$ cat config.mk
export PLATFORM = sky130hd
export DESIGN_NAME = srl_uart
export DESIGN_NICKNAME = d
export VERILOG_FILES = /design/src/srl_pkg.sv /design/src/srl_baud_if.sv /design/src/srl_baud.sv /design/src/srl_uart.sv
export SDC_FILE = /design/constraint.sdc
export NUM_CORES = 1
export LEC_CHECK = 0
export BUFFER_PORTS_ARGS = -buffer_cell sky130_fd_sc_hd__buf_2
export CAP_MARGIN = 20
export CORE_MARGIN = 2
export CORE_UTILIZATION = 50
export DETAILED_ROUTE_END_ITERATION = 12
export PLACE_DENSITY = 0.67
export REMOVE_ABC_BUFFERS = 1
export SLEW_MARGIN = 20
export SYNTH_ARGS = -nofsm -noshare
export SYNTH_HDL_FRONTEND = slang
export SYNTH_SLANG_ARGS = --single-unit
$ cat constraint.sdc
create_clock -name clk -period 4.7 [get_ports clk]
set_input_delay 0.47 -clock clk [delete_from_list [all_inputs] [get_ports clk]]
set_output_delay 0.47 -clock clk [all_outputs]
set_load 0.005 [all_outputs]
$ cat src/srl_pkg.sv
package srl_pkg;

	// ==========================================================
	// Register map
	localparam logic [3:0]  ADDR_CTRL      = 4'h0;
	localparam logic [3:0]  ADDR_DIV       = 4'h1;
	localparam logic [3:0]  ADDR_TXBUF     = 4'h2;
	localparam logic [3:0]  ADDR_RXBUF     = 4'h3;
	localparam logic [3:0]  ADDR_STAT      = 4'h4;

	// ==========================================================
	// Control field positions
	localparam int          CTRL_TX_EN     = 0;
	localparam int          CTRL_RX_EN     = 1;
	localparam int          CTRL_ASYNC     = 2;
	localparam int          CTRL_CLK_EXT   = 3;
	localparam int          CTRL_TXIRQ_SEL = 4;
	localparam int          CTRL_CONT_RX   = 5;
	localparam int          CTRL_INVERT    = 6;
	localparam int          CTRL_MSB_FIRST = 7;
	localparam int          CTRL_LEN_LO    = 8;
	localparam int          CTRL_STOP2     = 10;
	localparam int          CTRL_PAR_EN    = 11;
	localparam int          CTRL_PAR_ODD   = 12;
	localparam int          CTRL_SRC_LO    = 13;
	localparam int          CTRL_OPEN_DRN  = 15;

	// ==========================================================
	// Status field positions
	localparam int          ST_TX_EMPTY    = 0;
	localparam int          ST_TX_IDLE     = 1;
	localparam int          ST_RX_FULL     = 2;
	localparam int          ST_OVERRUN     = 3;
	localparam int          ST_FRAMING     = 4;
	localparam int          ST_PARITY      = 5;
	localparam int          ST_ERR_SUM     = 6;

	// ==========================================================
	// Reset values and encodings
	localparam logic [15:0] CTRL_RESET     = 16'h0000;
	localparam logic [7:0]  DIV_RESET      = 8'h00;
	localparam logic [8:0]  TXBUF_RESET    = 9'h000;
	localparam logic [8:0]  DUMMY_DATA     = 9'h1ff;
	localparam logic [1:0]  LEN_7          = 2'h0;
	localparam logic [1:0]  LEN_8          = 2'h1;
	localparam logic [1:0]  SRC_F1         = 2'h0;
	localparam logic [1:0]  SRC_F8         = 2'h1;

	// ==========================================================
	// Timing counts
	localparam logic [4:0]  PRE_LAST8      = 5'h07;
	localparam logic [4:0]  PRE_LAST32     = 5'h1f;
	localparam logic [3:0]  LAST_TICK      = 4'hf;
	localparam logic [3:0]  MID_TICK       = 4'h7;
	localparam logic [3:0]  RISE_TICK      = 4'h8;
	localparam logic [3:0]  SYNC_BITS      = 4'h8;

	typedef enum logic [2:0] {
		TX_IDLE, TX_START, TX_DATA, TX_PARITY, TX_STOP
	} srl_tx_state_t;

	typedef enum logic [2:0] {
		RX_IDLE, RX_START, RX_DATA, RX_PARITY, RX_STOP
	} srl_rx_state_t;

endpackage

$ cat src/srl_baud_if.sv
`timescale 1ns/1ps
interface srl_baud_if;
	logic [1:0] src;
	logic       ext_sel;
	logic [7:0] div;
	logic       ext_edge;
	logic       tick;

	modport gen  (input src, input ext_sel, input div, input ext_edge,
	              output tick);
	modport user (output src, output ext_sel, output div, output ext_edge,
	              input tick);
endinterface

$ cat src/srl_baud.sv
`timescale 1ns/1ps
module srl_baud (
	input wire logic clk,
	input wire logic nrst,
	srl_baud_if.gen  bif
);
	logic [4:0] pre;
	logic [7:0] cnt;
	logic       src_tick;

	always_ff @(posedge clk or negedge nrst) begin
		if (!nrst) begin
			pre <= 5'h00;
		end else begin
			pre <= pre + 5'h01;
		end
	end

	// Source pick: f1, f8, f32 or external clock edge
	always_comb begin
		if (bif.ext_sel) begin
			src_tick = bif.ext_edge;
		end else if (bif.src == srl_pkg::SRC_F1) begin
			src_tick = 1'b1;
		end else if (bif.src == srl_pkg::SRC_F8) begin
			src_tick = (pre[2:0] == srl_pkg::PRE_LAST8[2:0]);
		end else begin
			src_tick = (pre == srl_pkg::PRE_LAST32);
		end
	end

	// Divide by n+1 to give the sixteen-times clock
	always_ff @(posedge clk or negedge nrst) begin
		if (!nrst) begin
			cnt      <= 8'h00;
			bif.tick <= 1'b0;
		end else if (src_tick) begin
			bif.tick <= (cnt >= bif.div);
			cnt      <= (cnt >= bif.div) ? 8'h00 : cnt + 8'h01;
		end else begin
			bif.tick <= 1'b0;
		end
	end
endmodule

$ cat src/srl_uart.sv
// Summary of operation
// - Synchronous mode shifts LSB first when order bit is 0, MSB first otherwise.
// - With continuous receive, reading the receive buffer re-arms reception.
// - Invert control inverts data on transmit buffer write and receive buffer read.
// - Asynchronous character length is seven, eight or nine bits.
// - Frames have one start bit and one or two stop bits.
// - Odd, even or no parity is appended and checked.
// - Internal bit rate is chosen source clock over sixteen times divider plus one.
// - External bit rate is clock pin rate over sixteen times divider plus one.
// - Transmission starts only with transmit enabled and transmit buffer loaded, or in synchronous continuous receive once re-armed.
// - Asynchronous reception starts only with receive enabled and a detected start bit.
// - Transmit request on buffer transfer, or on shift end when cause select is 1.
// - Receive request when a character moves into the receive buffer without an overrun.
// - Overrun flagged when a character arrives before the previous one was read.
// - Framing error when a configured stop bit is not seen high.
// - Parity error when ones count disagrees with the odd or even choice.
// - Error-sum flag is set by any overrun, framing or parity error.
// - Divider value is an eight-bit quantity from 0x00 to 0xff.
// - On overrun the buffer takes the new character and no receive request.
// - Transmit pin idles high, or floats when open-drain, until a transfer.
//
// The placing of the registers and the address-and-strobe port were chosen for this implementation.
`timescale 1ns/1ps
module srl_uart (
	input  wire logic        clk,
	input  wire logic        nrst,
	input  wire logic [3:0]  addr,
	input  wire logic [15:0] wdata,
	input  wire logic        wr,
	input  wire logic        rd,
	output logic      [15:0] rdata,
	input  wire logic        serial_in_pin,
	output logic             serial_out_pin,
	output logic             serial_out_oe,
	input  wire logic        transfer_clock_pin_in,
	output logic             transfer_clock_pin_out,
	output logic             transfer_clock_pin_oe,
	output logic             tx_irq,
	output logic             rx_irq
);
	// ==========================================================
	// Declarations
	srl_pkg::srl_tx_state_t tx_state;
	srl_pkg::srl_rx_state_t rx_state;
	logic [15:0] ctrl;
	logic [7:0]  div;
	logic [8:0]  txbuf;
	logic        tx_empty;
	logic [8:0]  rxbuf;
	logic        rx_full;
	logic        overrun;
	logic        framing;
	logic        parity_err;
	logic        cont_armed;
	logic [2:0]  rx_sync;
	logic [2:0]  ck_sync;
	logic [8:0]  tx_shift;
	logic [3:0]  tx_cnt;
	logic [3:0]  tx_bits;
	logic [8:0]  rx_shift;
	logic        rx_par;
	logic        frame_bad;
	logic [3:0]  rx_cnt;
	logic [3:0]  rx_bits;
	logic        tick;
	logic        is_async;
	logic        par_en;
	logic [3:0]  len;
	logic [8:0]  mask;
	logic        tx_go;
	logic        tx_start;
	logic        tx_bit_end;
	logic        tx_done_ev;
	logic        rx_s;
	logic        rx_fall;
	logic        rx_samp;
	logic        async_done;
	logic        sync_done;
	logic        deliver;
	logic        fe_now;
	logic        pe_now;
	logic        rd_rx;
	logic        wr_stat;
	logic        ovr_set;
	logic        next_txd;
	logic        next_ck;

	srl_baud_if bif ();

	srl_baud u_baud (
		.clk  (clk),
		.nrst (nrst),
		.bif  (bif)
	);

	assign bif.src      = ctrl[srl_pkg::CTRL_SRC_LO +: 2];
	assign bif.ext_sel  = ctrl[srl_pkg::CTRL_CLK_EXT];
	assign bif.div      = div;
	assign bif.ext_edge = ck_sync[1] & ~ck_sync[2];
	assign tick         = bif.tick;

	function automatic logic [3:0] bit_idx(input logic       msb,
	                                       input logic [3:0] l,
	                                       input logic [3:0] n);
		bit_idx = msb ? 4'(l - 4'h1 - n) : n;
	endfunction

	// ==========================================================
	// Configuration decode
	assign is_async = ctrl[srl_pkg::CTRL_ASYNC];
	assign par_en   = ctrl[srl_pkg::CTRL_PAR_EN];
	assign rd_rx    = rd && (addr == srl_pkg::ADDR_RXBUF);
	assign wr_stat  = wr && (addr == srl_pkg::ADDR_STAT);

	always_comb begin
		if (!is_async) begin
			len  = srl_pkg::SYNC_BITS;
			mask = 9'h0ff;
		end else if (ctrl[srl_pkg::CTRL_LEN_LO +: 2] == srl_pkg::LEN_7) begin
			len  = 4'h7;
			mask = 9'h07f;
		end else if (ctrl[srl_pkg::CTRL_LEN_LO +: 2] == srl_pkg::LEN_8) begin
			len  = 4'h8;
			mask = 9'h0ff;
		end else begin
			len  = 4'h9;
			mask = 9'h1ff;
		end
	end

	// ==========================================================
	// Input synchronisers
	always_ff @(posedge clk or negedge nrst) begin
		if (!nrst) begin
			rx_sync <= 3'h7;
			ck_sync <= 3'h7;
		end else begin
			rx_sync <= {rx_sync[1:0], serial_in_pin};
			ck_sync <= {ck_sync[1:0], transfer_clock_pin_in};
		end
	end

	assign rx_s    = rx_sync[1];
	assign rx_fall = rx_sync[2] & ~rx_sync[1];

	// ==========================================================
	// Register writes
	always_ff @(posedge clk or negedge nrst) begin
		if (!nrst) begin
			ctrl <= srl_pkg::CTRL_RESET;
			div  <= srl_pkg::DIV_RESET;
		end else if (wr && addr == srl_pkg::ADDR_CTRL) begin
			ctrl <= wdata;
		end else if (wr && addr == srl_pkg::ADDR_DIV) begin
			div  <= wdata[7:0];
		end
	end

	always_ff @(posedge clk or negedge nrst) begin
		if (!nrst) begin
			txbuf    <= srl_pkg::TXBUF_RESET;
			tx_empty <= 1'b1;
		end else if (wr && addr == srl_pkg::ADDR_TXBUF) begin
			txbuf    <= ctrl[srl_pkg::CTRL_INVERT] ? ~wdata[8:0]
			                                       : wdata[8:0];
			tx_empty <= 1'b0;
		end else if (tx_start) begin
			tx_empty <= 1'b1;
		end
	end

	// Continuous receive re-arm on buffer read
	always_ff @(posedge clk or negedge nrst) begin
		if (!nrst) begin
			cont_armed <= 1'b0;
		end else if (rd_rx && ctrl[srl_pkg::CTRL_CONT_RX] && !is_async) begin
			cont_armed <= 1'b1;
		end else if (tx_start) begin
			cont_armed <= 1'b0;
		end
	end

	// ==========================================================
	// Transmitter
	assign tx_go = (ctrl[srl_pkg::CTRL_TX_EN] && !tx_empty) ||
	               (!is_async && cont_armed &&
	                ctrl[srl_pkg::CTRL_RX_EN]);
	assign tx_start   = (tx_state == srl_pkg::TX_IDLE) && tick && tx_go;
	assign tx_bit_end = tick && (tx_cnt == srl_pkg::LAST_TICK);
	assign tx_done_ev = tx_bit_end && (
		(tx_state == srl_pkg::TX_DATA && !is_async &&
		 tx_bits == 4'(len - 4'h1)) ||
		(tx_state == srl_pkg::TX_STOP &&
		 !(ctrl[srl_pkg::CTRL_STOP2] && tx_bits == 4'h0)));

	always_ff @(posedge clk or negedge nrst) begin
		if (!nrst) begin
			tx_state <= srl_pkg::TX_IDLE;
			tx_bits  <= 4'h0;
			tx_shift <= 9'h000;
		end else begin
			unique case (tx_state)
				srl_pkg::TX_IDLE: begin
					if (tx_start) begin
						tx_shift <= tx_empty ? srl_pkg::DUMMY_DATA : txbuf;
						tx_bits  <= 4'h0;
						tx_state <= is_async ? srl_pkg::TX_START
						                     : srl_pkg::TX_DATA;
					end
				end
				srl_pkg::TX_START: begin
					if (tx_bit_end) begin
						tx_state <= srl_pkg::TX_DATA;
					end
				end
				srl_pkg::TX_DATA: begin
					if (tx_bit_end) begin
						if (tx_bits == 4'(len - 4'h1)) begin
							tx_bits  <= 4'h0;
							tx_state <= !is_async ? srl_pkg::TX_IDLE :
							            par_en    ? srl_pkg::TX_PARITY :
							                        srl_pkg::TX_STOP;
						end else begin
							tx_bits <= tx_bits + 4'h1;
						end
					end
				end
				srl_pkg::TX_PARITY: begin
					if (tx_bit_end) begin
						tx_state <= srl_pkg::TX_STOP;
					end
				end
				srl_pkg::TX_STOP: begin
					if (tx_bit_end) begin
						if (ctrl[srl_pkg::CTRL_STOP2] && tx_bits == 4'h0) begin
							tx_bits <= 4'h1;
						end else begin
							tx_state <= srl_pkg::TX_IDLE;
						end
					end
				end
			endcase
		end
	end

	always_ff @(posedge clk or negedge nrst) begin
		if (!nrst) begin
			tx_cnt <= 4'h0;
		end else if (tx_start) begin
			tx_cnt <= 4'h0;
		end else if (tick && tx_state != srl_pkg::TX_IDLE) begin
			tx_cnt <= tx_cnt + 4'h1;
		end
	end

	// Line level per state; idle stays high
	always_comb begin
		unique case (tx_state)
			srl_pkg::TX_START:  next_txd = 1'b0;
			srl_pkg::TX_DATA:   next_txd = tx_shift[bit_idx(
				ctrl[srl_pkg::CTRL_MSB_FIRST], len, tx_bits)];
			srl_pkg::TX_PARITY: next_txd = ^(tx_shift & mask) ^
			                               ctrl[srl_pkg::CTRL_PAR_ODD];
			default:            next_txd = 1'b1;
		endcase
		next_ck = !((tx_state == srl_pkg::TX_DATA) && !is_async &&
		            (tx_cnt < srl_pkg::RISE_TICK));
	end

	always_ff @(posedge clk or negedge nrst) begin
		if (!nrst) begin
			serial_out_pin         <= 1'b1;
			serial_out_oe          <= 1'b1;
			transfer_clock_pin_out <= 1'b1;
			transfer_clock_pin_oe  <= 1'b0;
		end else begin
			serial_out_pin         <= next_txd;
			serial_out_oe          <= !(ctrl[srl_pkg::CTRL_OPEN_DRN] &&
			                            next_txd);
			transfer_clock_pin_out <= next_ck;
			transfer_clock_pin_oe  <= !is_async &&
			                          !ctrl[srl_pkg::CTRL_CLK_EXT];
		end
	end

	// ==========================================================
	// Receiver
	assign rx_samp    = tick && (rx_cnt == srl_pkg::LAST_TICK);
	assign async_done = (rx_state == srl_pkg::RX_STOP) && rx_samp &&
	                    !(ctrl[srl_pkg::CTRL_STOP2] && rx_bits == 4'h0);
	assign sync_done  = tx_done_ev && !is_async &&
	                    ctrl[srl_pkg::CTRL_RX_EN];
	assign deliver    = async_done || sync_done;
	assign fe_now     = async_done && (frame_bad || !rx_s);
	assign pe_now     = async_done && par_en &&
	                    ((^(rx_shift & mask) ^ rx_par) !=
	                     ctrl[srl_pkg::CTRL_PAR_ODD]);

	always_ff @(posedge clk or negedge nrst) begin
		if (!nrst) begin
			rx_state  <= srl_pkg::RX_IDLE;
			rx_cnt    <= 4'h0;
			rx_bits   <= 4'h0;
			rx_shift  <= 9'h000;
			rx_par    <= 1'b0;
			frame_bad <= 1'b0;
		end else begin
			if (tick && rx_state != srl_pkg::RX_IDLE) begin
				rx_cnt <= rx_cnt + 4'h1;
			end
			if (tx_start && !is_async) begin
				rx_shift <= 9'h000;
			end else if (tx_state == srl_pkg::TX_DATA && !is_async &&
			             tick && tx_cnt == srl_pkg::RISE_TICK) begin
				rx_shift[bit_idx(ctrl[srl_pkg::CTRL_MSB_FIRST], len,
				                 tx_bits)] <= rx_s;
			end
			unique case (rx_state)
				srl_pkg::RX_IDLE: begin
					if (is_async && ctrl[srl_pkg::CTRL_RX_EN] && rx_fall) begin
						rx_state  <= srl_pkg::RX_START;
						rx_cnt    <= 4'h0;
						frame_bad <= 1'b0;
					end
				end
				srl_pkg::RX_START: begin
					if (tick && rx_cnt == srl_pkg::MID_TICK) begin
						rx_cnt   <= 4'h0;
						rx_bits  <= 4'h0;
						rx_shift <= 9'h000;
						rx_state <= rx_s ? srl_pkg::RX_IDLE
						                 : srl_pkg::RX_DATA;
					end
				end
				srl_pkg::RX_DATA: begin
					if (rx_samp) begin
						rx_shift[bit_idx(ctrl[srl_pkg::CTRL_MSB_FIRST], len,
						                 rx_bits)] <= rx_s;
						if (rx_bits == 4'(len - 4'h1)) begin
							rx_bits  <= 4'h0;
							rx_state <= par_en ? srl_pkg::RX_PARITY
							                   : srl_pkg::RX_STOP;
						end else begin
							rx_bits <= rx_bits + 4'h1;
						end
					end
				end
				srl_pkg::RX_PARITY: begin
					if (rx_samp) begin
						rx_par   <= rx_s;
						rx_state <= srl_pkg::RX_STOP;
					end
				end
				srl_pkg::RX_STOP: begin
					if (rx_samp) begin
						if (ctrl[srl_pkg::CTRL_STOP2] && rx_bits == 4'h0) begin
							rx_bits   <= 4'h1;
							frame_bad <= !rx_s;
						end else begin
							rx_state <= srl_pkg::RX_IDLE;
						end
					end
				end
			endcase
		end
	end

	// ==========================================================
	// Receive buffer, flags and requests
	assign ovr_set = deliver && rx_full && !rd_rx;

	always_ff @(posedge clk or negedge nrst) begin
		if (!nrst) begin
			rxbuf      <= 9'h000;
			rx_full    <= 1'b0;
			overrun    <= 1'b0;
			framing    <= 1'b0;
			parity_err <= 1'b0;
			rx_irq     <= 1'b0;
			tx_irq     <= 1'b0;
		end else begin
			if (deliver) begin
				rxbuf <= rx_shift & mask;
			end
			rx_full    <= deliver || (rx_full && !rd_rx);
			overrun    <= ovr_set || (overrun &&
			              !(wr_stat && wdata[srl_pkg::ST_OVERRUN]));
			framing    <= fe_now || (framing &&
			              !(wr_stat && wdata[srl_pkg::ST_FRAMING]));
			parity_err <= pe_now || (parity_err &&
			              !(wr_stat && wdata[srl_pkg::ST_PARITY]));
			rx_irq     <= deliver && !ovr_set;
			tx_irq     <= ctrl[srl_pkg::CTRL_TXIRQ_SEL] ? tx_done_ev
			                                            : tx_start;
		end
	end

	// ==========================================================
	// Register reads
	always_ff @(posedge clk or negedge nrst) begin
		if (!nrst) begin
			rdata <= 16'h0000;
		end else if (!rd) begin
			rdata <= 16'h0000;
		end else begin
			unique case (addr)
				srl_pkg::ADDR_CTRL:  rdata <= ctrl;
				srl_pkg::ADDR_DIV:   rdata <= {8'h00, div};
				srl_pkg::ADDR_TXBUF: rdata <= {7'h00, txbuf};
				srl_pkg::ADDR_RXBUF: rdata <= {7'h00,
					ctrl[srl_pkg::CTRL_INVERT] ? ~rxbuf : rxbuf};
				srl_pkg::ADDR_STAT:  rdata <= {9'h000,
					overrun | framing | parity_err,
					parity_err, framing, overrun, rx_full,
					tx_state == srl_pkg::TX_IDLE, tx_empty};
				default:             rdata <= 16'h0000;
			endcase
		end
	end
endmodule

======== Word-level counts from Yosys, hierarchy flattened ========
Cells that the tools add are included.
storage, ports and cells
  register bits after elaboration ......... 132
  bits in latches ......................... 0
  memory bits (writable) .................. 0
  memory bits (read-only) ................. 0
  input port bits ......................... 26
  memories ................................ 0
operators by class
  add/sub/neg operators ................... 9
  multipliers ............................. 0
  div/mod/pow operators ................... 0
  magnitude comparators ................... 6
  equal/unequal tests ..................... 39
  shift operators ......................... 0
  mux-type cells .......................... 79
  bitwise operators ....................... 13
  reductions and logical operators ........ 96
operators with widths
  kind                                                  number
  two-way mux 9 bit                                     10
  one-hot mux 16 bit (5 select lines)                   1
  two-way mux 4 bit                                     19
  logical AND 1 bit                                     50
  two-way mux 3 bit                                     16
  one-hot mux 3 bit (5 select lines)                    2
  inequality test 2 bit (second input constant)         14
  one-hot mux 4 bit (3 select lines)                    2
  AND 9 bit                                             2
  bitwise mux 9 bit                                     2
  NOT 9 bit                                             2
  one-hot mux 9 bit (2 select lines)                    1
  parity 9 bit                                          2
  adder 4 x 1 -> 4 bit (second input constant)          4
  two-way mux 1 bit                                     16
  two-way mux 16 bit                                    1
  AND reduction 7 bit                                   2
  zero test 1 bit                                       13
  equality test 3 x 2 -> 1 bit (second input constant)  4
  equality test 4 bit (second input constant)           3
  zero test 4 bit                                       3
  nonzero test 3 bit                                    4
  < comparator 4 x 5 -> 1 bit (second input constant)   2
  AND reduction 5 bit                                   2
  other kinds (34)                                      65

======== Logic depth before layout (Yosys ltp) ========
Gate-level depths: netlist of run 1.
  word-level depth ........................ 17
  depth in mapped cells ................... 13
  depth with buffers taken out ............ 12

======== Modules after synthesis ========
From an unflattened synthesis of run 1, not the netlist that was laid out.
second synthesis, totals
  cells, all modules ...................... 782
  area total of the unflattened synthesis .. 7629.8 um2
by module, submodules not included
  module    instances  cells an instance  area each (um2)  sequential area each (um2)
  srl_uart  1          697                6751.5           2965.3
  srl_baud  1          85                 878.3            350.3

======== Least setup slack after synthesis of run 1 ========
Ideal clock, no wire load.
  path kind ............................... flip-flop to flip-flop
  start point ............................. reg ctrl[2]
  end point ............................... reg rx_shift[4]
  setup time .............................. 133 ps
  arrival ................................. 3101 ps
  path slack .............................. 1466 ps
  cell stages (with the launch flop) ...... 13
  clock period less this slack ............ 3234 ps
  path through ............................ dfrtp_1 clkinv_1 or3_1 ha_1 inv_1 ha_1 nand2_1 o21ai_0 mux2_2 clkbuf_1 nor4_2 mux2i_1 o211ai_1
between the ends
  cells in the longest elaborated chain, start to end .. 14
  elaborated cells on any way between the ends .. 32
  classes of those cells .................. 3 x add/sub; 4 x order compare; 14 x mux; 11 x reduce/logical
ends and longest elaborated chain
  what                                                                                               line             text
  start, declared                                                                                    srl_uart.sv:45   logic [15:0] ctrl;
  start signal, assigned                                                                             srl_uart.sv:150  ctrl <= srl_pkg::CTRL_RESET;
  start signal, assigned                                                                             srl_uart.sv:153  ctrl <= wdata;
  two-way mux 4 bit                                                                                  srl_uart.sv:116  if (!is_async) begin
  subtractor 4 x 1 -> 4 bit                                                                          srl_uart.sv:105  bit_idx = msb ? 4'(l - 4'h1 - n) : n;
  subtractor 4 bit                                                                                   srl_uart.sv:105
  two-way mux 4 bit                                                                                  srl_uart.sv:105
  < comparator 4 x 5 -> 1 bit (not written as such) or >= comparator 4 x 1 -> 1 bit (tied branches)  srl_uart.sv:315  rx_shift[bit_idx(ctrl[srl_pkg::CTRL_MSB_FIRST], len,
  logical AND 1 bit (not written as such)                                                            srl_uart.sv:315
  two-way mux 1 bit (not written as such)                                                            srl_uart.sv:315
  demux 1 bit (select 4 bit)                                                                         srl_uart.sv:315
  bitwise mux 9 bit                                                                                  srl_uart.sv:315
  two-way mux 9 bit                                                                                  srl_uart.sv:313  end else if (tx_state == srl_pkg::TX_DATA && !is_async &&
  two-way mux 9 bit                                                                                  srl_uart.sv:311  if (tx_start && !is_async) begin
  bitwise mux 9 bit                                                                                  srl_uart.sv:337  rx_shift[bit_idx(ctrl[srl_pkg::CTRL_MSB_FIRST], len,
  two-way mux 9 bit                                                                                  srl_uart.sv:336  if (rx_samp) begin
  one-hot mux 9 bit (2 select lines) (*)                                                             srl_uart.sv:318  unique case (rx_state)
  end signal, assigned                                                                               srl_uart.sv:304  rx_shift <= 9'h000;
  end signal, assigned                                                                               srl_uart.sv:312  rx_shift <= 9'h000;
  end signal, assigned                                                                               srl_uart.sv:330  rx_shift <= 9'h000;
  end, declared                                                                                      srl_uart.sv:60   logic [8:0] rx_shift;
Mark *: on every way between the ends. The rest lies on a longest branch, timed or not.
A chain may end at the register's enable or synchronous reset.

======== Worst setup path after layout of run 1 ========
  start point ............................. reg ctrl[2]
  end point ............................... reg serial_out_oe
between the ends
  cells in the longest elaborated chain, start to end .. 9
  elaborated cells on any way between the ends .. 13
  classes of those cells .................. 2 x add/sub; 6 x mux; 2 x bitwise; 3 x reduce/logical
ends and longest elaborated chain
  what                                     line             text
  two-way mux 4 bit                        srl_uart.sv:116
  subtractor 4 x 1 -> 4 bit                srl_uart.sv:105
  subtractor 4 bit                         srl_uart.sv:105
  two-way mux 4 bit                        srl_uart.sv:105
  binary-select mux 1 bit (select 4 bit)   srl_uart.sv:260  srl_pkg::TX_DATA: next_txd = tx_shift[bit_idx(
  two-way mux 1 bit (not written as such)  srl_uart.sv:260
  one-hot mux 1 bit (3 select lines) (*)   srl_uart.sv:258  unique case (tx_state)
  logical AND 1 bit (*)                    srl_uart.sv:278  serial_out_oe <= !(ctrl[srl_pkg::CTRL_OPEN_DRN] &&
  zero test 1 bit (*)                      srl_uart.sv:278
  end signal, assigned                     srl_uart.sv:278
  end, declared                            srl_uart.sv:34   output logic serial_out_oe,
Mark *: on every way between the ends. The rest lies on a longest branch, timed or not. The select of a mux whose other input is x is not followed.

==> results.py, run 1 <==
metrics = {
    "power_and_ir_drop": {
        "power.share.switching_pct": 38.45,
        "internal_power_w": 0.002821,
        "power.density_nw_per_um2": 537.5,
        "power.sequential.fraction_pct": 37.5,
        "power_frac_comb_pct": 33.3,
        "p_sw_w": 0.001762,
        "clock_power_share_pct": 29.1,
        "cellLeakagePower_nw": 3.814,
        "max-vdd-ir-drop_mv": 0.2995,
    },
    "routing": {
        "ant_nets": 0,
        "drt-initial-drc-count": 538,
        "route.detailed.wl_per_inst_um": 19.27,
        "vias_per_cell": 6.080,
        "dr.pass1.iters": 5,
        "drcViolationCount": 0,
        "dr_total_vias": 6159,
        "totalWireLength_mm": 19.52,
    },
    "synthesis": {
        "yosysWarningCount": 0,
        "netlist_top_cells_area": "sky130_fd_sc_hd__dfrtp_1 (40%), sky130_fd_sc_hd__mux2_2 (5.1%), sky130_fd_sc_hd__ha_1 (4.6%), sky130_fd_sc_hd__o21ai_0 (3.8%), sky130_fd_sc_hd__nand2_1 (3.7%)",
        "synth_xor_xnor_area_share_pct": 4.968,
        "post_synth_fa_ha_maj_area_fraction_pct": 5.149,
        "netlist-cell-type-count": 78,
        "post_synth.cell_area_avg_um2": 9.769,
        "multiplexer_share_of_the_synthesized_area_pct": 8.186,
        "post_synth_most_frequent_cells": "sky130_fd_sc_hd__dfrtp_1 (122), sky130_fd_sc_hd__nand2_1 (75), sky130_fd_sc_hd__o21ai_0 (57)",
        "synth_flop_cell": "sky130_fd_sc_hd__dfrtp_1",
        "synth_top_family_by_area": "simple AND/OR/NAND/NOR gates",
        "synth_compound_area_share_pct": 14.19,
        "netlist_area_um2": 7581,
        "number_of_flip_flops_and_latches_in_the_synthesized_netlist": 132,
        "yosys.area.top_type_share_pct": 40.27,
        "post-synth-top-area-cell": "sky130_fd_sc_hd__dfrtp_1",
        "synthSimpleGateAreaFrac_pct": 20.12,
        "postSynthCellCount": 776,
        "yosysMostFrequentCell": "sky130_fd_sc_hd__dfrtp_1",
        "ys_async_sr_fraction_pct": 100.0,
        "synth-seq-area-share_pct": 43.74,
        "synth_enable_flop_cells": 0,
    },
    "hold_path": {
        "timing.hold.worst.class": "in2async",
    },
    "floorplanning": {
        "core_area_um2": 15030,
        "die_area_um2": 16160,
        "die_width_um": 127.1,
        "std_cell_rows": 45,
        "num_io_pins": 48,
        "fp.dieH_um": 127.1,
        "initial_standard_cell_utilization_of_the_core_pct": 50.43,
    },
    "clock_network": {
        "cts_tree": "done",
        "ctsHoldBuffers": 0,
        "cts_made_buffers": 17,
        "worst_skew_pair.late_latency_ns": 0.43,
        "clkSlewWorstSetupHoldPaths_ns": 0.06,
        "cts-root-to-sink-buffers": 2,
        "cts-htree-levels": 4,
        "cts.sink_count": 132,
        "cts_root_buffer": "sky130_fd_sc_hd__clkbuf_16",
        "cts-resized-gates": 0,
        "cts_setup_buffers": 0,
    },
    "setup_path": {
        "worstPathCellList": "clkinv_1 -> or3_1 -> ha_1 -> inv_1 -> ha_1 -> nand2_1 -> o21ai_0 -> mux2_2 -> or2_2 -> a221o_1 -> a2bb2oi_1",
        "crit-reg2reg-launch": "ctrl[2]$_DFFE_PN0P_",
        "setup.worst_path.start": "ctrl[2]$_DFFE_PN0P_",
        "timing.critical_path.required_ns": 5.05,
        "worst_ep_arrival_time_ns": 4.26,
        "worstSetupStartpointType": "flop",
        "path_common_cell": "sky130_fd_sc_hd__ha_1",
        "critical_path.max_fanout": 12,
        "end_kind": "flop",
        "worst_path_max_delay_cell": "sky130_fd_sc_hd__dfrtp_1",
        "worst-setup-path-type": "reg2reg",
        "worst_path_largest_cell_delay_ns": 0.56,
    },
    "global_route": {
        "track_usage_pct": 25.27,
        "grt_pass1_wl_mm": 31.62,
        "grt_pass1_vias": 5954,
        "grt_max_degree": 105,
        "antenna_found_initial": 0,
        "global_route.overflow_total": 0,
    },
    "finish": {
        "multi_input_area_um2": 3989,
        "num-nets-final": 868,
        "area_growth_pct": 12.46,
        "nFillCells": 1324,
        "register_area_um2": 3316,
        "drive_above_1_share_pct": 17.94,
        "n_antenna_cell": 0,
    },
    "sta": {
        "final_cycle_utilization_of_the_critical_path_pct": 83.15,
        "finalMaxSlewViolations": 0,
        "tns_ns": 0,
        "final_period_minus_worst_setup_slack_ns": 3.908,
        "hold-worst-slack_ns": 0.1298,
        "setup_repair_after_global_routing_missed_its_margin": "false",
        "max_clock_freq_ghz": 0.2559,
        "timing_worst_slew_pin_value_ns": 0.9753,
        "setup_viol": 0,
        "max_slew_margin_pct": 34.98,
        "postLayoutSetupSlackWorst_ns": 0.7921,
        "skew_ns": 0.005636,
        "hold_viol": 0,
    },
    "placement": {
        "port_buffers": 47,
        "post-dp-hpwl_mm": 13.88,
        "detailedPlace.worstSlack_ns": 0.8405,
        "gp_congestion": 0.9124,
    },
    "job": {
        "cap_viol_max_count": 0,
    },
    "run_status": {
        "run_status": "complete, no violations",
    },
}
[final cells by class]
cell class	count	area share (%)
Tap cell	188	2.759
Timing Repair Buffer	51	3.185
Sequential cell	132	38.89
Inverter	33	1.453
Clock buffer	18	5.151
Multi-Input combinational cell	577	46.79
Clock inverter	14	1.776
[path summary, 6_finish.rpt]
kind	end	slack (ns)	cells past startpoint
worst max-delay path	serial_out_oe$_DFF_PN1_	0.79	11
max in group asynchronous	transfer_clock_pin_out$_DFF_PN1_	3.61	2
worst min register to register	rx_sync[1]$_DFF_PN1_	0.35	0
worst max register to register	serial_out_oe$_DFF_PN1_	0.79	11
min in group clk	rx_sync[0]$_DFF_PN1_	0.14	1
worst min-delay path	ctrl[10]$_DFFE_PN0P_	0.13	1
[cells in the final DEF (no fill, tap or decap), types with 5 or more instances in the layout]
cell type                   count
sky130_fd_sc_hd__mux2_2        34
sky130_fd_sc_hd__ha_1          28
sky130_fd_sc_hd__o211ai_1      11
sky130_fd_sc_hd__or2_2          6
sky130_fd_sc_hd__inv_1         32
sky130_fd_sc_hd__nor2_1        55
sky130_fd_sc_hd__nor2b_1       13
sky130_fd_sc_hd__mux2i_1       17
sky130_fd_sc_hd__clkbuf_16     17
sky130_fd_sc_hd__nand4_1        7
sky130_fd_sc_hd__o31ai_1        7
sky130_fd_sc_hd__dfrtp_1      122
sky130_fd_sc_hd__inv_6          5
sky130_fd_sc_hd__nor4_1        10
sky130_fd_sc_hd__a222oi_1       7
sky130_fd_sc_hd__nand3_1       27
sky130_fd_sc_hd__nor3_1        21
sky130_fd_sc_hd__and3_1        17
sky130_fd_sc_hd__o21a_1         5
sky130_fd_sc_hd__nand2_1       75
sky130_fd_sc_hd__xor2_1        13
sky130_fd_sc_hd__or3_1          8
sky130_fd_sc_hd__buf_2         46
sky130_fd_sc_hd__dfstp_2       10
sky130_fd_sc_hd__nand2b_1      10
sky130_fd_sc_hd__o21ai_0       57
sky130_fd_sc_hd__a22o_1         5
sky130_fd_sc_hd__xnor2_1       30
sky130_fd_sc_hd__a21oi_1       27
[power groups by stage]
stage	combinational, W	clock [W]	sequential, W
global placement	0.00146	0	0.00172
detailed placement	0.00151	0	0.00173
floorplan	0.00114	0	0.00161
CTS	0.00153	0.00136	0.00171
finish	0.00153	0.00134	0.00172
global route	0.00172	0.00141	0.00176
[flip-flops by register name, indices dropped and copies added, names as in the netlist, 4 cells and up]
register    count
tx_cnt          4
bif.div         8
tx_shift        9
ctrl           16
txbuf           9
tx_bits         4
u_baud.cnt      8
rx_bits         4
u_baud.pre      5
rx_cnt          4
rx_shift        9
rdata          16
rxbuf           9
[per-stage QoR]
step                cells  utilization (%)  area, um2  power, W
floorplan             742                -       7428  0.002753
global placement      981            52.78       7935  0.003181
detailed placement    981            52.78       7935  0.003237
CTS                  1013            56.71       8526  0.004603
global route         1013            56.71       8526  0.004895
finish               1013            56.71       8526  0.004583
[cells by family after synthesis]
logic type,Yosys count
adder cells (fa/ha/maj),30
XOR/XNOR,43
AO/OA/AOI/OAI,164
buffers and inverters,67
multiplexers,54
AND/OR/NAND/NOR,286
flip-flops,132
[metal layers]
metal / vias up / wire length, um / share of wire [%] / global-route usage, %
met2: 169 / 9276 / 48 / 39.97
met4: 0 / 433 / 2.2 / 9.244
met1: 3085 / 8815 / 45 / 34.36
met5: - / 0 / 0 / 0
li1: 2874 / - / - / -
met3: 31 / 994 / 5.1 / 5.653
[worst max-delay path: cells and delay by family (launching register included)]
kind / cells / cell delay [ns]
compound gates: 3 / 0.69
fa+ha+maj: 2 / 0.74
buf+inv: 2 / 0.42
flops: 1 / 0.56
mux: 1 / 0.50
simple gates: 3 / 0.93
(Power assumes the default switching activity.)
==> inputs of run 2 (changes only) <==
==> constraint.sdc (replaced) <==
create_clock -name clk -period 3.8 [get_ports clk]
set_input_delay 0.38 -clock clk [delete_from_list [all_inputs] [get_ports clk]]
set_output_delay 0.38 -clock clk [all_outputs]
set_load 0.005 [all_outputs]
==> results.py, run 2 (same netlist as run 1, synthesis figures left out) <==
metrics = {
    "setup_path": {
        "critical_path.max_fanout": 12,
        "timing.critical_path.max_delay_family": "simple AND/OR/NAND/NOR gates",
        "end_kind": "flop",
        "worst_path_max_delay_cell": "sky130_fd_sc_hd__or3_1",
        "r2r_end": "serial_out_pin$_DFF_PN1_",
        "worst-path-buf-inv": 3,
        "worst_path_largest_cell_delay_ns": 0.46,
        "worstPathCellList": "clkinv_1 -> or3_1 -> ha_1 -> inv_1 -> ha_1 -> nor2b_1 -> nor4_1 -> nor3_1 -> buf_4 -> or2_2 -> a221o_1 -> o21bai_1",
        "r2r_cells": 12,
        "worstSetupStartpointType": "flop",
        "path_common_cell": "sky130_fd_sc_hd__ha_1",
        "worst_ep_arrival_time_ns": 3.78,
        "timing.critical_path.required_ns": 4.13,
        "crit-reg2reg-launch": "ctrl[2]$_DFFE_PN0P_",
        "r2r_slack_ns": 0.35,
        "worst-setup-path-type": "reg2reg",
    },
    "floorplanning": {
        "fp.dieH_um": 127.1,
        "die_area_um2": 16160,
        "std_cell_rows": 45,
        "die_width_um": 127.1,
        "initial_standard_cell_utilization_of_the_core_pct": 50.43,
        "num_io_pins": 48,
        "core_area_um2": 15030,
    },
    "finish": {
        "num-nets-final": 873,
        "area_growth_pct": 12.68,
        "final_core_utilization_pct": 56.82,
        "drive_above_1_share_pct": 17.95,
        "reg_top3": "ctrl: 16 flops, rdata: 16 flops",
        "nFillCells": 1316,
        "register_area_um2": 3316,
        "most_common_library_cell_in_the_layout_ignoring_fill_and_taps": "sky130_fd_sc_hd__dfrtp_1",
        "layout.cells.most_common_list": "sky130_fd_sc_hd__dfrtp_1 (122), sky130_fd_sc_hd__nand2_1 (75), sky130_fd_sc_hd__o21ai_0 (57), sky130_fd_sc_hd__nor2_1 (55), sky130_fd_sc_hd__buf_2 (46)",
        "n_antenna_cell": 0,
        "multi_input_area_um2": 3989,
    },
    "clock_network": {
        "cts-resized-gates": 0,
        "cts.sink_count": 132,
        "worst_skew_pair.late_latency_ns": 0.42,
        "clkSlewWorstSetupHoldPaths_ns": 0.06,
        "cts_tree": "done",
        "cts-htree-levels": 4,
        "cts-root-to-sink-buffers": 2,
        "cts_root_buffer": "sky130_fd_sc_hd__clkbuf_16",
        "cts_setup_buffers": 0,
        "ctsHoldBuffers": 0,
        "cts_made_buffers": 17,
    },
    "sta": {
        "setup_repair_after_global_routing_missed_its_margin": "false",
        "skew_ns": 0.007433,
        "setup_viol": 0,
        "timing_worst_slew_pin_value_ns": 0.8951,
        "final_cycle_utilization_of_the_critical_path_pct": 90.72,
        "postLayoutSetupSlackWorst_ns": 0.3526,
        "final_period_minus_worst_setup_slack_ns": 3.447,
        "max_slew_margin_pct": 38.79,
        "hold-worst-slack_ns": 0.03554,
        "max_clock_freq_ghz": 0.2901,
        "tns_ns": 0,
        "hold_viol": 0,
        "finalMaxSlewViolations": 0,
    },
    "routing": {
        "route.detailed.wl_per_inst_um": 19.30,
        "drt-initial-drc-count": 571,
        "drcViolationCount": 0,
        "dr.pass1.iters": 7,
        "ant_nets": 0,
        "totalWireLength_mm": 19.65,
        "vias_per_cell": 6.167,
        "dr_total_vias": 6278,
    },
    "global_route": {
        "grt_max_degree": 90,
        "global_route.overflow_total": 0,
        "grt_pass1_vias": 6068,
        "grt_pass1_wl_mm": 32.04,
        "track_usage_pct": 25.12,
        "antenna_found_initial": 0,
    },
    "job": {
        "cap_viol_max_count": 0,
    },
    "placement": {
        "gp_congestion": 0.9490,
        "port_buffers": 47,
        "post-dp-hpwl_mm": 14.12,
        "detailedPlace.worstSlack_ns": 0.4685,
    },
    "power_and_ir_drop": {
        "power.density_nw_per_um2": 654.9,
        "post-layout-total-power_w": 0.005594,
        "max-vdd-ir-drop_mv": 0.3225,
        "cellLeakagePower_nw": 3.817,
    },
    "run_status": {
        "run_status": "complete, no violations",
    },
    "hold_path": {
        "timing.hold.worst.class": "in2async",
    },
}
## run 2: how the worst max path moves through the flow
stage | startpoint | endpoint | slack (ns) | depth (start not counted)
CTS | ctrl[2]$_DFFE_PN0P_ | serial_out_pin$_DFF_PN1_ | 0.40 | 12
global placement | ctrl[2]$_DFFE_PN0P_ | serial_out_oe$_DFF_PN1_ | 0.56 | 11
finish | ctrl[2]$_DFFE_PN0P_ | serial_out_pin$_DFF_PN1_ | 0.35 | 12
global route | ctrl[2]$_DFFE_PN0P_ | serial_out_pin$_DFF_PN1_ | 0.17 | 11
detailed placement | ctrl[2]$_DFFE_PN0P_ | rx_shift[2]$_DFF_PN0_ | 0.47 | 11
floorplan | ctrl[2]$_DFFE_PN0P_ | rx_shift[8]$_DFF_PN0_ | -0.05 | 11
## run 2: power breakdown
group	internal, W	leakage [nW]	switching, W
registers	0.00170	1.69	0.000404
logic	0.000810	1.87	0.00111
clock network	0.000969	0.266	0.000606
total	0.00348	3.82	0.00212
## run 2: final cells by class
| cell class | instances | share of cell area [%] |
|---|---|---|
| Clock buffer | 25 | 5.800 |
| Inverter | 33 | 1.450 |
| Clock inverter | 7 | 0.8642 |
| Timing Repair Buffer | 56 | 3.618 |
| Tap cell | 188 | 2.754 |
| Multi-Input combinational cell | 577 | 46.70 |
| Sequential cell | 132 | 38.82 |
## run 2: through the flow
stage,area (um2),cells
2_1_floorplan,7428,742
3_3_place_gp,7973,986
3_5_place_dp,7973,986
4_1_cts,8542,1018
5_1_grt,8542,1018
6_report,8542,1018
## run 2: per-layer routing
metal | up-vias | track usage (%) | routed length, um
met1 | 3160 | 34.73 | 8878
met3 | 35 | 5.402 | 1042
met2 | 191 | 40.16 | 9374
met4 | 0 | 7.369 | 357
met5 | - | 0 | 0
li1 | 2892 | - | -
==> inputs of run 3 (changes only) <==
--- a/config.mk
+++ b/config.mk
@@ -10,9 +10,11 @@
 export CORE_MARGIN = 2
 export CORE_UTILIZATION = 50
 export DETAILED_ROUTE_END_ITERATION = 12
+export GPL_TIMING_DRIVEN = 0
 export PLACE_DENSITY = 0.67
 export REMOVE_ABC_BUFFERS = 1
 export SLEW_MARGIN = 20
 export SYNTH_ARGS = -nofsm -noshare
 export SYNTH_HDL_FRONTEND = slang
+export SYNTH_HIERARCHICAL = 1
 export SYNTH_SLANG_ARGS = --single-unit
==> results.py, run 3 <==
metrics = {
    "sta": {
        "setup_repair_after_global_routing_missed_its_margin": "false",
        "skew_ns": 0.007945,
        "timing_worst_slew_pin_value_ns": 1.049,
        "tns_ns": 0,
        "final_cycle_utilization_of_the_critical_path_pct": 97.00,
        "setup_viol": 0,
        "postLayoutSetupSlackWorst_ns": 0.1141,
        "hold-worst-slack_ns": 0.05643,
        "max_clock_freq_ghz": 0.2713,
        "hold_viol": 0,
        "max_slew_margin_pct": 30.06,
        "final_period_minus_worst_setup_slack_ns": 3.686,
        "finalMaxSlewViolations": 0,
    },
    "setup_path": {
        "timing.critical_path.required_ns": 4.12,
        "path_common_cell": "sky130_fd_sc_hd__o21ai_1",
        "worstPathCellList": "o21ai_1 -> inv_1 -> ha_1 -> fa_1 -> o21ai_1 -> mux4_2 -> a22oi_1 -> mux2i_1 -> or4_1",
        "worst_path_max_delay_cell": "sky130_fd_sc_hd__dfrtp_2",
        "end_kind": "flop",
        "worst_ep_arrival_time_ns": 4.01,
        "setup.worst_path.start": "ctrl[2]$_DFFE_PN0P_",
        "worstSetupStartpointType": "flop",
        "critical_path.max_fanout": 22,
        "crit-reg2reg-launch": "ctrl[2]$_DFFE_PN0P_",
        "worst_path_largest_cell_delay_ns": 0.72,
        "worst-setup-path-type": "reg2reg",
    },
    "synthesis": {
        "postSynthCellCount": 782,
        "number_of_flip_flops_and_latches_in_the_synthesized_netlist": 132,
        "synth_enable_flop_cells": 0,
        "post_synth_most_frequent_cells": "sky130_fd_sc_hd__dfrtp_1 (122), sky130_fd_sc_hd__nand2_1 (70), sky130_fd_sc_hd__nor2_1 (53)",
        "yosysWarningCount": 6,
        "post-synth-top-area-cell": "sky130_fd_sc_hd__dfrtp_1",
        "yosys.area.top_type_share_pct": 40.01,
        "netlist_top_cells_area": "sky130_fd_sc_hd__dfrtp_1 (40%), sky130_fd_sc_hd__ha_1 (4.1%), sky130_fd_sc_hd__mux2_2 (4.0%), sky130_fd_sc_hd__dfstp_2 (3.4%), sky130_fd_sc_hd__nand2_1 (3.4%)",
        "ys_async_sr_fraction_pct": 100.0,
        "synth_flop_cell": "sky130_fd_sc_hd__dfrtp_1",
        "synth-seq-area-share_pct": 43.46,
        "netlist_area_um2": 7630,
        "post_synth.cell_area_avg_um2": 9.757,
        "yosysMostFrequentCell": "sky130_fd_sc_hd__dfrtp_1",
        "netlist-cell-type-count": 78,
    },
    "global_route": {
        "global_route.overflow_total": 0,
        "grt_pass1_vias": 6204,
        "grt_max_degree": 103,
        "grt_pass1_wl_mm": 31.33,
        "antenna_found_initial": 0,
        "track_usage_pct": 24.57,
    },
    "routing": {
        "totalWireLength_mm": 19.44,
        "drcViolationCount": 0,
        "ant_nets": 0,
        "route.detailed.wl_per_inst_um": 19.09,
        "vias_per_cell": 6.236,
        "dr_total_vias": 6348,
        "drt-initial-drc-count": 713,
        "dr.pass1.iters": 5,
    },
    "placement": {
        "post-dp-hpwl_mm": 13.85,
        "place.detailed.instances": 986,
        "detailedPlace.worstSlack_ns": -0.1180,
        "gp_congestion": 0.8838,
        "port_buffers": 47,
        "placed_cell_area_um2": 8013,
    },
    "floorplanning": {
        "std_cell_rows": 45,
        "die_width_um": 127.5,
        "fp.dieH_um": 127.5,
        "core_area_um2": 15030,
        "num_io_pins": 48,
        "die_area_um2": 16260,
        "initial_standard_cell_utilization_of_the_core_pct": 50.75,
    },
    "power_and_ir_drop": {
        "cellLeakagePower_nw": 3.824,
        "max-vdd-ir-drop_mv": 0.3911,
        "power.density_nw_per_um2": 597.5,
    },
    "run_status": {
        "run_status": "complete, no violations",
    },
    "finish": {
        "most_common_library_cell_in_the_layout_ignoring_fill_and_taps": "sky130_fd_sc_hd__dfrtp_1",
        "drive_above_1_share_pct": 15.90,
        "reg_top3": "ctrl: 16 flops, rdata: 16 flops",
        "fin_area_um2": 8600,
        "final_cells": 1018,
        "n_antenna_cell": 0,
        "layout.cells.most_common_list": "sky130_fd_sc_hd__dfrtp_1 (121), sky130_fd_sc_hd__nand2_1 (70), sky130_fd_sc_hd__nor2_1 (53), sky130_fd_sc_hd__o21ai_0 (49), sky130_fd_sc_hd__buf_2 (46)",
        "num-nets-final": 871,
        "area_growth_pct": 12.71,
    },
    "clock_network": {
        "cts_tree": "done",
        "cts-root-to-sink-buffers": 2,
        "cts_setup_buffers": 0,
        "cts_made_buffers": 17,
        "clkSlewWorstSetupHoldPaths_ns": 0.06,
        "cts.sink_count": 132,
        "cts-htree-levels": 4,
        "cts_root_buffer": "sky130_fd_sc_hd__clkbuf_16",
        "worst_skew_pair.late_latency_ns": 0.42,
    },
    "job": {
        "cap_viol_max_count": 0,
    },
    "hold_path": {
        "timing.hold.worst.class": "in2reg",
        "hold_path_startpoint": "serial_in_pin",
    },
}
==> run 3: changes by cell type in the layout (fill, tap and decap cells not counted), moves of 5 or more <==
| cell | change |
|---|---|
| sky130_fd_sc_hd__nand4_1 | +10 |
| sky130_fd_sc_hd__o21ai_0 | -8 |
| sky130_fd_sc_hd__or2_2 | -5 |
| sky130_fd_sc_hd__o21ai_1 | +7 |
| sky130_fd_sc_hd__a21oi_1 | +6 |
| sky130_fd_sc_hd__and2_1 | +7 |
| sky130_fd_sc_hd__mux2_2 | -7 |
| sky130_fd_sc_hd__mux2_1 | +13 |
| sky130_fd_sc_hd__nand2_1 | -5 |
| sky130_fd_sc_hd__or3_1 | -5 |
| sky130_fd_sc_hd__buf_4 | -9 |
==> run 3: cell type report <==
type	count	area, um2
multi-input cells	585	4078
inverters	33	126.4
clock inverters	10	110.1
clock buffers	21	450.4
repair buffers	49	282.8
fillers	1308	6434
well taps	188	235.2
flip-flops and latches	132	3317
==> run 3: layer usage <==
metal | up-vias | GRT usage (%) | wire length [um]
met3 | 23 | 6.616 | 1195
met2 | 218 | 40.11 | 9409
li1 | 2925 | - | -
met5 | - | 0 | 0
met4 | 0 | 8.209 | 302
met1 | 3182 | 31.87 | 8529
==> run 3: where the power goes <==
group	leakage (nW)	internal [W]	switching, W
Combinational	1.85	0.000662	0.000847
Clock	0.276	0.000974	0.000609
Sequential	1.69	0.00166	0.000390
Total	3.82	0.00329	0.00185
==> run 3: worst max-delay path: cells and delay by family (launching register included) <==
| family | cells | cell delay (ns) |
|---|---|---|
| fa+ha+maj | 2 | 0.71 |
| flops | 1 | 0.72 |
| compound gates | 3 | 0.90 |
| buf+inv | 1 | 0.22 |
| simple gates | 1 | 0.52 |
| mux | 2 | 0.50 |
==> run 3: worst paths after layout <==
| check | endpoint | slack (ns) | cells after the start |
|---|---|---|---|
| setup / recovery | serial_out_pin$_DFF_PN1_ | 0.11 | 9 |
| hold / removal | rx_sync[0]$_DFF_PN1_ | 0.06 | 1 |
| setup reg to reg | serial_out_pin$_DFF_PN1_ | 0.11 | 9 |
| hold reg to reg | ck_sync[1]$_DFF_PN1_ | 0.35 | 0 |
| max in group asynchronous | ck_sync[2]$_DFF_PN1_ | 2.60 | 3 |
| min in group asynchronous | tx_cnt[1]$_DFFE_PN0P_ | 0.41 | 2 |
==> run 3: timing repair <==
action | CTS | global route
setup endpoints to repair | 2 | 0
hold buffers | 1 | 0
gates resized for setup | 1 | 0
endpoints found under the hold margin | 27 | 0
==> run 3: through the flow <==
step	total power, W	util (%)
6_report	0.005138	57.20
5_1_grt	0.005422	57.20
4_1_cts	0.005140	57.10
3_5_place_dp	0.003540	53.30
3_3_place_gp	0.003460	52.99
2_1_floorplan	0.003053	-
==> run 3: kinds of logic (layout without fill, tap and decap cells) <==
family	Yosys count	after routing	share of synthesized area, %
xor+xnor	41	41	4.706
buf+inv	65	113	3.411
compound gates	182	182	16.27
simple gates	277	277	18.88
flops	132	132	43.46
mux	57	57	8.527
fa+ha+maj	28	28	4.756
